[src/eth_pkt_pkg.sv]
// package: constants and types shared by the packet fifo and phy management block
package eth_pkt_pkg;
   localparam int RX_DEPTH = 64;
   localparam int RX_AW = 6;
   localparam int TX_DEPTH = 64;
   localparam int TX_AW = 6;
   localparam int CNT_W = 7;
   localparam int PHY_ADDR_W = 5;
   localparam int PHY_REG_W = 5;
   localparam int PHY_DATA_W = 16;
   localparam int MDC_DIV = 40;
   localparam int MDC_DIV_W = 6;
   localparam int FRAME_BITS = 64;
   localparam int BIT_CNT_W = 7;
   localparam logic [MDC_DIV_W-1:0] MDC_HALF = 6'h14;
   localparam logic [BIT_CNT_W-1:0] BIT_LAST = 7'h3F;
   localparam logic [BIT_CNT_W-1:0] TA_BIT = 7'h2E;
   localparam logic [BIT_CNT_W-1:0] RD_FIRST = 7'h30;
   localparam logic [31:0] PREAMBLE = 32'hFFFF_FFFF;
   localparam logic [1:0] START_CODE = 2'h1;
   localparam logic [1:0] OP_READ = 2'h2;
   localparam logic [1:0] OP_WRITE = 2'h1;
   localparam logic [1:0] TA_WRITE = 2'h2;
   localparam logic [PHY_ADDR_W-1:0] PHY_ADDR_RESET = 5'h00;
   typedef enum logic [1:0] {
      TX_IDLE = 2'b00,
      TX_SEND = 2'b01,
      TX_DONE = 2'b10
   } tx_state_type;
endpackage

[src/mgmt_if.sv]
// interface: management request and answer between main block and serial engine
`timescale 1ns/10ps
interface mgmt_if;
   logic start;
   logic write;
   logic [4:0] phy_addr;
   logic [4:0] reg_addr;
   logic [15:0] wdata;
   logic busy;
   logic done;
   logic [15:0] rdata;
   modport ctrl (output start, write, phy_addr, reg_addr, wdata, input busy, done, rdata);
   modport eng (input start, write, phy_addr, reg_addr, wdata, output busy, done, rdata);
endinterface

[src/eth_pkt_fifo_mgmt.sv]
// module: receive and transmit packet fifos with phy management and power control
// Notes on behaviour
// - readable count of complete received packets
// - count rises on error-free frame end
// - count falls once whole packet drained
// - receive fifo keeps checksum trailer bytes
// - transmit fifo holds exactly one packet
// - transmitter busy until sent; no reload meanwhile
// - phy power comes up on after reset
// - powered-off phy cannot hold a link
// - management read returns sixteen bits
// - management write puts data at register
// - programmable phy address for external phy
// - management-done flag on completed transaction
// - receive flag while packets are held
// - transmit-done flag after successful send
// - overrun flag when frame exceeds space
`timescale 1ns/10ps
module eth_pkt_fifo_mgmt (
   input wire logic sys_clk_i,
   input wire logic sys_rst_i,
   // receive side from the mac
   input wire logic rx_valid_i,
   input wire logic [7:0] rx_data_i,
   input wire logic rx_last_i,
   input wire logic rx_err_i,
   // receive drain by software
   input wire logic rx_pop_i,
   output logic [7:0] rx_rd_data_o,
   output logic rx_rd_last_o,
   output logic rx_rd_valid_o,
   output logic [eth_pkt_pkg::CNT_W-1:0] rx_pkt_count_o,
   // transmit load by software
   input wire logic tx_push_i,
   input wire logic [7:0] tx_push_data_i,
   input wire logic tx_req_set_i,
   output logic tx_req_o,
   // transmit side to the mac
   output logic tx_valid_o,
   output logic [7:0] tx_data_o,
   output logic tx_last_o,
   input wire logic tx_ready_i,
   // phy management and power
   input wire logic phy_addr_we_i,
   input wire logic [eth_pkt_pkg::PHY_ADDR_W-1:0] phy_addr_i,
   input wire logic mgmt_start_i,
   input wire logic mgmt_write_i,
   input wire logic [eth_pkt_pkg::PHY_REG_W-1:0] mgmt_reg_i,
   input wire logic [eth_pkt_pkg::PHY_DATA_W-1:0] mgmt_wdata_i,
   output logic mgmt_busy_o,
   output logic [eth_pkt_pkg::PHY_DATA_W-1:0] mgmt_rdata_o,
   input wire logic phy_power_off_i,
   input wire logic phy_power_on_i,
   output logic phy_power_o,
   input wire logic link_up_i,
   output logic link_ok_o,
   // event flags, cleared by one-cycle pulses
   input wire logic [3:0] flag_clr_i,
   output logic mgmt_done_flag_o,
   output logic rx_packet_flag_o,
   output logic tx_done_flag_o,
   output logic rx_overrun_flag_o,
   // phy serial pins
   output logic mdc_o,
   input wire logic mdio_i,
   output logic mdio_o,
   output logic mdio_oe_o
);
   import eth_pkt_pkg::*;
   //////////////////////////////////////////////////////////////////////
   // storage: receive entries hold data byte plus end-of-packet marker; transmit entries hold the data byte only
   logic [8:0] rx_mem [RX_DEPTH];
   logic [7:0] tx_mem [TX_DEPTH];
   typedef struct packed {
      logic [RX_AW:0] rx_wp;       // committed write pointer
      logic [RX_AW:0] rx_tp;       // tentative write pointer of frame in flight
      logic [RX_AW:0] rx_rp;
      logic rx_drop;               // frame being discarded
      logic [CNT_W-1:0] cnt;
      logic [7:0] rd_data;
      logic rd_last;
      logic rd_valid;
      logic [TX_AW:0] tx_wp;
      logic [TX_AW:0] tx_rp;
      tx_state_type tx_st;
      logic tx_req;
      logic tx_valid;
      logic [7:0] tx_data;
      logic tx_last;
      logic [PHY_ADDR_W-1:0] phy_addr;
      logic mgmt_busy;
      logic [PHY_DATA_W-1:0] mgmt_rdata;
      logic power;
      logic link;
      logic f_mgmt;
      logic f_rx;
      logic f_tx;
      logic f_ovr;
   } st_type;
   st_type r, next_r;
   mgmt_if m();
   logic rx_wr_en;
   logic tx_wr_en;
   logic [8:0] rx_head;
   logic [RX_AW:0] rx_used;
   //////////////////////////////////////////////////////////////////////
   // serial engine to the phy
   mgmt_serial u_ser (
      .sys_clk_i(sys_clk_i),
      .sys_rst_i(sys_rst_i),
      .m(m),
      .mdio_i(mdio_i),
      .mdc_o(mdc_o),
      .mdio_o(mdio_o),
      .mdio_oe_o(mdio_oe_o)
   );
   assign m.start = mgmt_start_i && !r.mgmt_busy;
   assign m.write = mgmt_write_i;
   assign m.phy_addr = r.phy_addr; // programmed address used by every access
   assign m.reg_addr = mgmt_reg_i;
   assign m.wdata = mgmt_wdata_i; // write data placed at the addressed register
   assign rx_head = rx_mem[r.rx_rp[RX_AW-1:0]];
   assign rx_used = r.rx_tp - r.rx_rp;
   //////////////////////////////////////////////////////////////////////
   // next state
   always_comb begin
      next_r = r;
      rx_wr_en = 1'b0;
      tx_wr_en = 1'b0;
      next_r.rd_valid = 1'b0;
      // receive fill; trailer bytes stored like any other
      if (rx_valid_i && !r.rx_drop) begin
         if (rx_used[RX_AW]) begin
            // no room for this frame: roll back and flag
            next_r.rx_tp = r.rx_wp;
            next_r.rx_drop = !rx_last_i;
            next_r.f_ovr = 1'b1;
         end else begin
            rx_wr_en = 1'b1;
            next_r.rx_tp = r.rx_tp + 1'b1;
            if (rx_last_i) begin
               if (rx_err_i) begin
                  next_r.rx_tp = r.rx_wp; // bad frame discarded
               end else begin
                  next_r.rx_wp = r.rx_tp + 1'b1;
               end
            end
         end
      end else if (rx_valid_i && rx_last_i) begin
         next_r.rx_drop = 1'b0;
      end
      // receive drain by software, one byte per pop
      if (rx_pop_i && r.rx_rp != r.rx_wp) begin
         next_r.rx_rp = r.rx_rp + 1'b1;
         next_r.rd_data = rx_head[7:0];
         next_r.rd_last = rx_head[8];
         next_r.rd_valid = 1'b1;
      end
      // count: up on good frame end, down when last byte read
      next_r.cnt = r.cnt + CNT_W'(rx_wr_en && rx_last_i && !rx_err_i)
                   - CNT_W'(rx_pop_i && r.rx_rp != r.rx_wp && rx_head[8]);
      if (next_r.cnt != '0) begin
         next_r.f_rx = 1'b1;
      end else if (flag_clr_i[1]) begin
         next_r.f_rx = 1'b0;
      end
      // transmit: single packet; loads ignored while request pending
      case (r.tx_st)
         TX_IDLE: begin
            if (tx_push_i && !r.tx_wp[TX_AW]) begin
               tx_wr_en = 1'b1;
               next_r.tx_wp = r.tx_wp + 1'b1;
            end
            if (tx_req_set_i && r.tx_wp != '0) begin
               next_r.tx_req = 1'b1; // launched by software
               next_r.tx_st = TX_SEND;
            end
         end
         TX_SEND: begin
            if (!r.tx_valid || tx_ready_i) begin
               if (r.tx_rp != r.tx_wp) begin
                  next_r.tx_valid = 1'b1;
                  next_r.tx_data = tx_mem[r.tx_rp[TX_AW-1:0]];
                  next_r.tx_last = (r.tx_rp + 1'b1) == r.tx_wp;
                  next_r.tx_rp = r.tx_rp + 1'b1;
               end else begin
                  next_r.tx_valid = 1'b0;
                  next_r.tx_last = 1'b0;
                  next_r.tx_st = TX_DONE;
               end
            end
         end
         TX_DONE: begin
            next_r.tx_req = 1'b0; // self-clears, fifo reloadable
            next_r.tx_wp = '0;
            next_r.tx_rp = '0;
            next_r.f_tx = 1'b1;
            next_r.tx_st = TX_IDLE;
         end
         default: begin
            next_r.tx_st = TX_IDLE;
         end
      endcase
      // phy address and power
      if (phy_addr_we_i) begin
         next_r.phy_addr = phy_addr_i;
      end
      if (phy_power_off_i) begin
         next_r.power = 1'b0;
      end else if (phy_power_on_i) begin
         next_r.power = 1'b1;
      end
      next_r.link = next_r.power && link_up_i; // no link while off
      // management handshake
      next_r.mgmt_busy = m.busy || m.start;
      if (m.done) begin
         next_r.mgmt_rdata = m.rdata;
      end
      // sticky flags: a set beats a same-cycle clear
      next_r.f_mgmt = m.done || (r.f_mgmt && !flag_clr_i[0]);
      if (r.tx_st != TX_DONE && flag_clr_i[2]) begin
         next_r.f_tx = 1'b0;
      end
      if (!(rx_valid_i && !r.rx_drop && rx_used[RX_AW]) && flag_clr_i[3]) begin
         next_r.f_ovr = 1'b0;
      end
   end
   //////////////////////////////////////////////////////////////////////
   // memories, written without reset
   always_ff @(posedge sys_clk_i) begin
      if (rx_wr_en) begin
         rx_mem[r.rx_tp[RX_AW-1:0]] <= {rx_last_i, rx_data_i};
      end
      if (tx_wr_en) begin
         tx_mem[r.tx_wp[TX_AW-1:0]] <= tx_push_data_i;
      end
   end
   //////////////////////////////////////////////////////////////////////
   // state register
   always_ff @(posedge sys_clk_i) begin
      if (sys_rst_i) begin
         r <= '0;
         r.tx_st <= TX_IDLE;
         r.power <= 1'b1; // powered on out of reset
         r.phy_addr <= PHY_ADDR_RESET;
      end else begin
         r <= next_r;
      end
   end
   assign rx_pkt_count_o = r.cnt;
   assign rx_rd_data_o = r.rd_data;
   assign rx_rd_last_o = r.rd_last;
   assign rx_rd_valid_o = r.rd_valid;
   assign tx_req_o = r.tx_req; // in progress indication
   assign tx_valid_o = r.tx_valid;
   assign tx_data_o = r.tx_data;
   assign tx_last_o = r.tx_last;
   assign mgmt_busy_o = r.mgmt_busy;
   assign mgmt_rdata_o = r.mgmt_rdata;
   assign phy_power_o = r.power;
   assign link_ok_o = r.link;
   assign mgmt_done_flag_o = r.f_mgmt;
   assign rx_packet_flag_o = r.f_rx;
   assign tx_done_flag_o = r.f_tx;
   assign rx_overrun_flag_o = r.f_ovr;
endmodule

[src/mgmt_serial.sv]
// module: serial management engine that shifts one frame to the phy
`timescale 1ns/10ps
module mgmt_serial (
   input wire logic sys_clk_i,
   input wire logic sys_rst_i,
   mgmt_if.eng m,
   input wire logic mdio_i,
   output logic mdc_o,
   output logic mdio_o,
   output logic mdio_oe_o
);
   import eth_pkt_pkg::*;
   typedef struct packed {
      logic busy;
      logic done;
      logic write;
      logic [MDC_DIV_W-1:0] div;
      logic [BIT_CNT_W-1:0] bitn;
      logic [FRAME_BITS-1:0] shreg;
      logic [PHY_DATA_W-1:0] rdata;
      logic mdc;
      logic mdio;
      logic oe;
   } ser_type;
   ser_type r, next_r;
   //////////////////////////////////////////////////////////////////////
   // next state: frame load, clock divider, shift
   always_comb begin
      next_r = r;
      next_r.done = 1'b0;
      if (!r.busy) begin
         if (m.start) begin
            // busy from issue until the last bit leaves
            next_r.busy = 1'b1;
            next_r.write = m.write;
            next_r.div = '0;
            next_r.bitn = '0;
            next_r.mdc = 1'b0;
            next_r.shreg = {PREAMBLE, START_CODE, (m.write ? OP_WRITE : OP_READ), m.phy_addr, m.reg_addr,
                            TA_WRITE, m.wdata};
         end
      end else if (r.div == MDC_HALF - 1'b1) begin
         next_r.div = '0;
         next_r.mdc = ~r.mdc;
         if (!r.mdc) begin
            // rising edge: phy samples, we capture read data bits
            if (!r.write && r.bitn >= RD_FIRST) begin
               next_r.rdata = {r.rdata[PHY_DATA_W-2:0], mdio_i}; // 16-bit result
            end
         end else begin
            // falling edge: present next bit
            next_r.shreg = {r.shreg[FRAME_BITS-2:0], 1'b0};
            next_r.bitn = r.bitn + 1'b1;
            if (r.bitn == BIT_LAST) begin
               next_r.busy = 1'b0;
               next_r.done = 1'b1; // result valid only now
            end
         end
      end else begin
         next_r.div = r.div + 1'b1;
      end
      next_r.mdio = next_r.shreg[FRAME_BITS-1];
      // release the line for turnaround and data on reads
      next_r.oe = next_r.busy && (next_r.write || next_r.bitn < TA_BIT);
   end
   //////////////////////////////////////////////////////////////////////
   // state register
   always_ff @(posedge sys_clk_i) begin
      if (sys_rst_i) begin
         r <= '0;
      end else begin
         r <= next_r;
      end
   end
   assign m.busy = r.busy;
   assign m.done = r.done;
   assign m.rdata = r.rdata;
   assign mdc_o = r.mdc;
   assign mdio_o = r.mdio;
   assign mdio_oe_o = r.oe;
endmodule

[config.mk]
export PLATFORM = sky130hd
export DESIGN_NAME = eth_pkt_fifo_mgmt
export DESIGN_NICKNAME = d
export VERILOG_FILES = /design/src/eth_pkt_pkg.sv /design/src/mgmt_if.sv /design/src/eth_pkt_fifo_mgmt.sv /design/src/mgmt_serial.sv
export SDC_FILE = /design/constraint.sdc
export NUM_CORES = 1
export LEC_CHECK = 0
export ABC_AREA = 1
export BUFFER_PORTS_ARGS = -buffer_cell sky130_fd_sc_hd__buf_2
export CAP_MARGIN = 20
export CELL_PAD_IN_SITES_DETAIL_PLACEMENT = 1
export CELL_PAD_IN_SITES_GLOBAL_PLACEMENT = 1
export CORE_MARGIN = 10
export CORE_UTILIZATION = 50
export DETAILED_ROUTE_END_ITERATION = 10
export HOLD_SLACK_MARGIN = 0.06
export PLACE_DENSITY_LB_ADDON = 0.08
export SYNTH_ARGS = -nofsm -noshare
export SYNTH_HDL_FRONTEND = slang
export SYNTH_SLANG_ARGS = --single-unit
[constraint.sdc]
create_clock -name sys_clk_i -period 4.5 [get_ports sys_clk_i]
set_input_delay 0.9 -clock sys_clk_i [delete_from_list [all_inputs] [get_ports sys_clk_i]]
set_output_delay 0.9 -clock sys_clk_i [all_outputs]
set_load 0.05 [all_outputs]
==> metrics.log <==
INFO  metric outcome = completed
INFO  metric syn-cell-area = roughly 0.053 mm²
INFO  metric num-fill-cells = approximately 11000
INFO  metric largest_incremental_delay_on_the_critical_path = approximately 0.47 ns
INFO  metric timing.max_slew.rel_slack = 0.264
INFO  metric fin_skew = ~0.027 ns
INFO  metric min_from = phy_addr_i[1]
INFO  metric synth-edff-count = 1088
INFO  metric drtAntennaViolNets = 0
INFO  metric synthesis.area_per_instance = 10.8 µm²
INFO  metric number_of_antenna_violations_at_the_first_check_in_global_routing = 1
INFO  metric routed_wl = 155 mm
INFO  metric worst-slew-pin-transition = 1.10 ns
INFO  metric finalWorstPathRequiredPeriod = a little over 4 ns
INFO  metric peak_vdd_ir = between 0.4 and 0.5 mV
INFO  metric final_max_slew_viol_count = 0
INFO  metric synth-seq-area-share = 0.690
INFO  metric floorplan.core_area = between 0.1 and 0.15 mm²
INFO  metric grt_first_pass_wirelength = about 240 mm
INFO  metric postCtsSetupBuffers = 0
INFO  metric critical_path_arrival = between 4 and 5 ns
INFO  metric dominantRegCellSynth = sky130_fd_sc_hd__edfxtp_1
INFO  metric worst_r2r_endpoint = rx_packet_flag_o
INFO  metric clock_latency = 0.76 ns
INFO  metric root_buffer = sky130_fd_sc_hd__clkbuf_16
INFO  metric rsz0062_at_grt = false
INFO  metric crit_path_max_fanout = 45
INFO  metric die_area = 0.120 mm²
INFO  metric synthesis.nets = roughly 5000
INFO  metric crit_path_top_delay_cell = sky130_fd_sc_hd__inv_4
INFO  metric static-leakage-power = around 22 nW
INFO  metric nets = slightly above 5000
INFO  metric netlist-cell-type-count = 51
INFO  metric mostFrequentLayoutCells = 1392 x sky130_fd_sc_hd__nand2_1, 1088 x sky130_fd_sc_hd__edfxtp_1, 812 x sky130_fd_sc_hd__nand3_1
INFO  metric gpl.final_weighted_congestion = 0.837
INFO  metric clock_sink_count = 1286
INFO  metric antenna_cells = 0
INFO  metric placed_area = roughly 0.055 mm²
INFO  metric h_tree_levels = 4
INFO  metric drt-initial-drc-count = 3005
INFO  metric synth_seq_cells = ~1300
INFO  metric powerDensity = ~530 mW/mm²
INFO  metric via_count_of_the_first_global_routing_pass = 39117
INFO  metric area_growth_from_synthesis_to_layout = 11.6%
INFO  metric worst_setup_hold_path_clk_slew = around 0.060 ns
INFO  metric final.period_utilization = 0.904
INFO  metric multiInputGateArea = ~0.014 mm²
INFO  metric ioPinCount = 116
INFO  metric numCtsBuffers = roughly 140
INFO  metric initial_core_util = 0.504
INFO  metric tritoncts_clock_tree = yes
INFO  metric holdPathEnd = m.phy_addr[1]
INFO  metric dr.pass1.iters = 5
INFO  metric async_reset_ff_frac = 0
INFO  metric portBuffers = approximately 120
INFO  metric ff_latch_area = around 0.037 mm²
INFO  metric critical_path_required = approximately 5 ns
INFO  metric die_width = approximately 350 µm
INFO  metric classification_of_the_worst_setup_path = reg -> reg
INFO  metric post-route-cell-area = between 0.05 and 0.06 mm²
INFO  metric layout.cells.most_common = sky130_fd_sc_hd__nand2_1
INFO  metric total_global_route_track_usage = 0.255
INFO  metric synthesis.yosys.warnings = 0
INFO  metric detail_route.wl_per_cell = 24.0 µm
INFO  metric ctsLongestPathBuffers = 3
INFO  metric fp-row-count = approximately 120
INFO  metric syn_inst = just under 5000
INFO  metric num_vias = approximately 37000
INFO  metric vias_per_cell = approximately 5.7
INFO  metric remaining_overflow_grt = 0
INFO  metric remaining_drc_errors = 0
INFO  metric hold_class = in -> reg
INFO  metric timing.fmax = 0.246 GHz
INFO  metric post_cts.resized_instances = 0
INFO  metric r2r_setup_slack = between 0.4 and 0.5 ns
INFO  metric setup_viol = 0
INFO  metric dp.final_hpwl = roughly 97 mm
INFO  metric final_hold_viol_count = 0
INFO  metric cap_viol_max_count = 0
INFO  metric grt_max_degree = about 190
INFO  metric setup-tns-final = 0 ns
INFO  metric final_layout_size_suffix_gt1_frac = 0.0946
INFO  metric ctsHoldBuffers = 0
INFO  metric min_delay_path_depth = 3
INFO  metric fp.dieH = between 300 and 400 µm
INFO  metric startpoint_type = register
INFO  metric r2r.worst_path.cells = 23
INFO  metric critPathCaptureType = register
INFO  metric path_cells = inv_4, nand3_1, nand3_1, nand2_1, nand2_1, nand3_1, nand3_1, nand2_1, nand2_1, inv_1, ha_1, inv_1, ha_1, fa_1, nand3_1, nand2_1, a21oi_1, nor2_1, nor2_1, xor2_1, nand3_1, nand2_1, inv_1
-- per-layer routing --
metal / track usage / wire length, µm
met1: 0.320 / 63700
met2: 0.449 / 79200
met3: 0.0308 / 6770
met4: 0.0993 / 5510
met5: 0 / 16
-- cell families after synthesis --
logic type,after synthesis,synth area share
compound gates,403,0.0432
fa+ha+maj,21,0.00509
buf+inv,484,0.0440
simple gates,2693,0.213
xor+xnor,32,0.00528
flops,1286,0.690
-- cell type report --
class                      instances  area share
clock inverter                    58     0.00937
sequential                      1286       0.618
clock buffer                     193      0.0663
tap                             1391      0.0293
multi-input combinational       3149       0.239
inverter                         152     0.00992
timing repair buffer             248      0.0283
-- through the flow --
stage	instances	hold slack (ns)	util	power [mW]	setup slack, ns
3_3_place_gp	6226	0.435	0.520	19.9	0.649
3_5_place_dp	6226	0.448	0.520	20.0	0.527
6_report	6477	0.389	0.563	31.2	0.432
5_1_grt	6477	0.369	0.563	32.5	0.159
2_1_floorplan	4919	0.430	-	17.9	1.05
4_1_cts	6477	0.345	0.563	31.3	0.453
-- how the worst max path moves through the flow --
| stage | endpoint | start | slack (ns) |
|---|---|---|---|
| after floorplan | rx_packet_flag_o | r[76] | 1.05 |
| after global routing | rx_packet_flag_o | register | 0.16 |
| after global placement | rx_packet_flag_o | register | 0.65 |
| after detailed placement | rx_packet_flag_o | register | 0.53 |
| after CTS | rx_packet_flag_o | register | 0.45 |
| final | rx_packet_flag_o | register | 0.43 |
-- worst max-delay path: cells and delay by family (launching register included) --
family | cells | cell delay [ns]
DFF | 1 | 0.39
and+or+nand+nor | 14 | 1.65
buffers and inverters | 4 | 0.62
AOI/OAI and AO/OA | 1 | 0.15
xor gates and xnor gates | 1 | 0.22
adders and majority gates | 3 | 0.89
-- Yosys cell counts, types with 2 or more instances --
cell type	instances	area share
sky130_fd_sc_hd__o221a_2	3	0.00064
sky130_fd_sc_hd__o211ai_1	40	0.0057
sky130_fd_sc_hd__o221ai_1	12	0.0020
sky130_fd_sc_hd__xnor2_1	8	0.0013
sky130_fd_sc_hd__and3_1	2	0.00024
sky130_fd_sc_hd__nand3_2	4	0.00075
sky130_fd_sc_hd__o21ai_1	17	0.0016
sky130_fd_sc_hd__nand4_1	11	0.0013
sky130_fd_sc_hd__xor2_1	24	0.0040
sky130_fd_sc_hd__a31oi_1	21	0.0025
sky130_fd_sc_hd__buf_2	125	0.012
sky130_fd_sc_hd__inv_1	137	0.0097
sky130_fd_sc_hd__buf_6	13	0.0028
sky130_fd_sc_hd__a21oi_1	103	0.0097
sky130_fd_sc_hd__a211oi_1	21	0.0030
sky130_fd_sc_hd__nor3_1	20	0.0019
sky130_fd_sc_hd__buf_4	70	0.0099
sky130_fd_sc_hd__o21ai_0	173	0.016
sky130_fd_sc_hd__edfxtp_1	1088	0.62
sky130_fd_sc_hd__clkbuf_1	96	0.0068
sky130_fd_sc_hd__ha_1	20	0.0047
sky130_fd_sc_hd__nor4_1	4	0.00047
sky130_fd_sc_hd__o21a_1	2	0.00028
sky130_fd_sc_hd__nor2_2	3	0.00035
sky130_fd_sc_hd__buf_1	28	0.0020
sky130_fd_sc_hd__nand2_1	1393	0.098
sky130_fd_sc_hd__a221oi_1	2	0.00033
sky130_fd_sc_hd__o22ai_1	3	0.00035
sky130_fd_sc_hd__or2_2	6	0.00071
sky130_fd_sc_hd__or2_1	3	0.00035
sky130_fd_sc_hd__inv_2	8	0.00057
sky130_fd_sc_hd__dfxtp_1	198	0.075
sky130_fd_sc_hd__clkinv_1	6	0.00042
sky130_fd_sc_hd__nor2_1	427	0.030
sky130_fd_sc_hd__nand3_1	812	0.077
-- sequential cells by signal, indices dropped and copies added, names as in the netlist, 5 cells and up, named ones only --
name,cells
tx_data_o,8
u_ser.m.rdata,16
rx_mem,576
tx_mem,512
u_ser.r,78
m.phy_addr,5
r,38
mgmt_rdata_o,16
rx_pkt_count_o,7
rx_rd_data_o,8
-- report_power, final --
group	switching, mW	leakage, nW	internal (mW)
Combinational	4.72	8.14	1.71
Clock	4.65	2.20	6.67
Sequential	0.224	11.4	13.2
No activity file was read; power rests on OpenSTA's default activity.
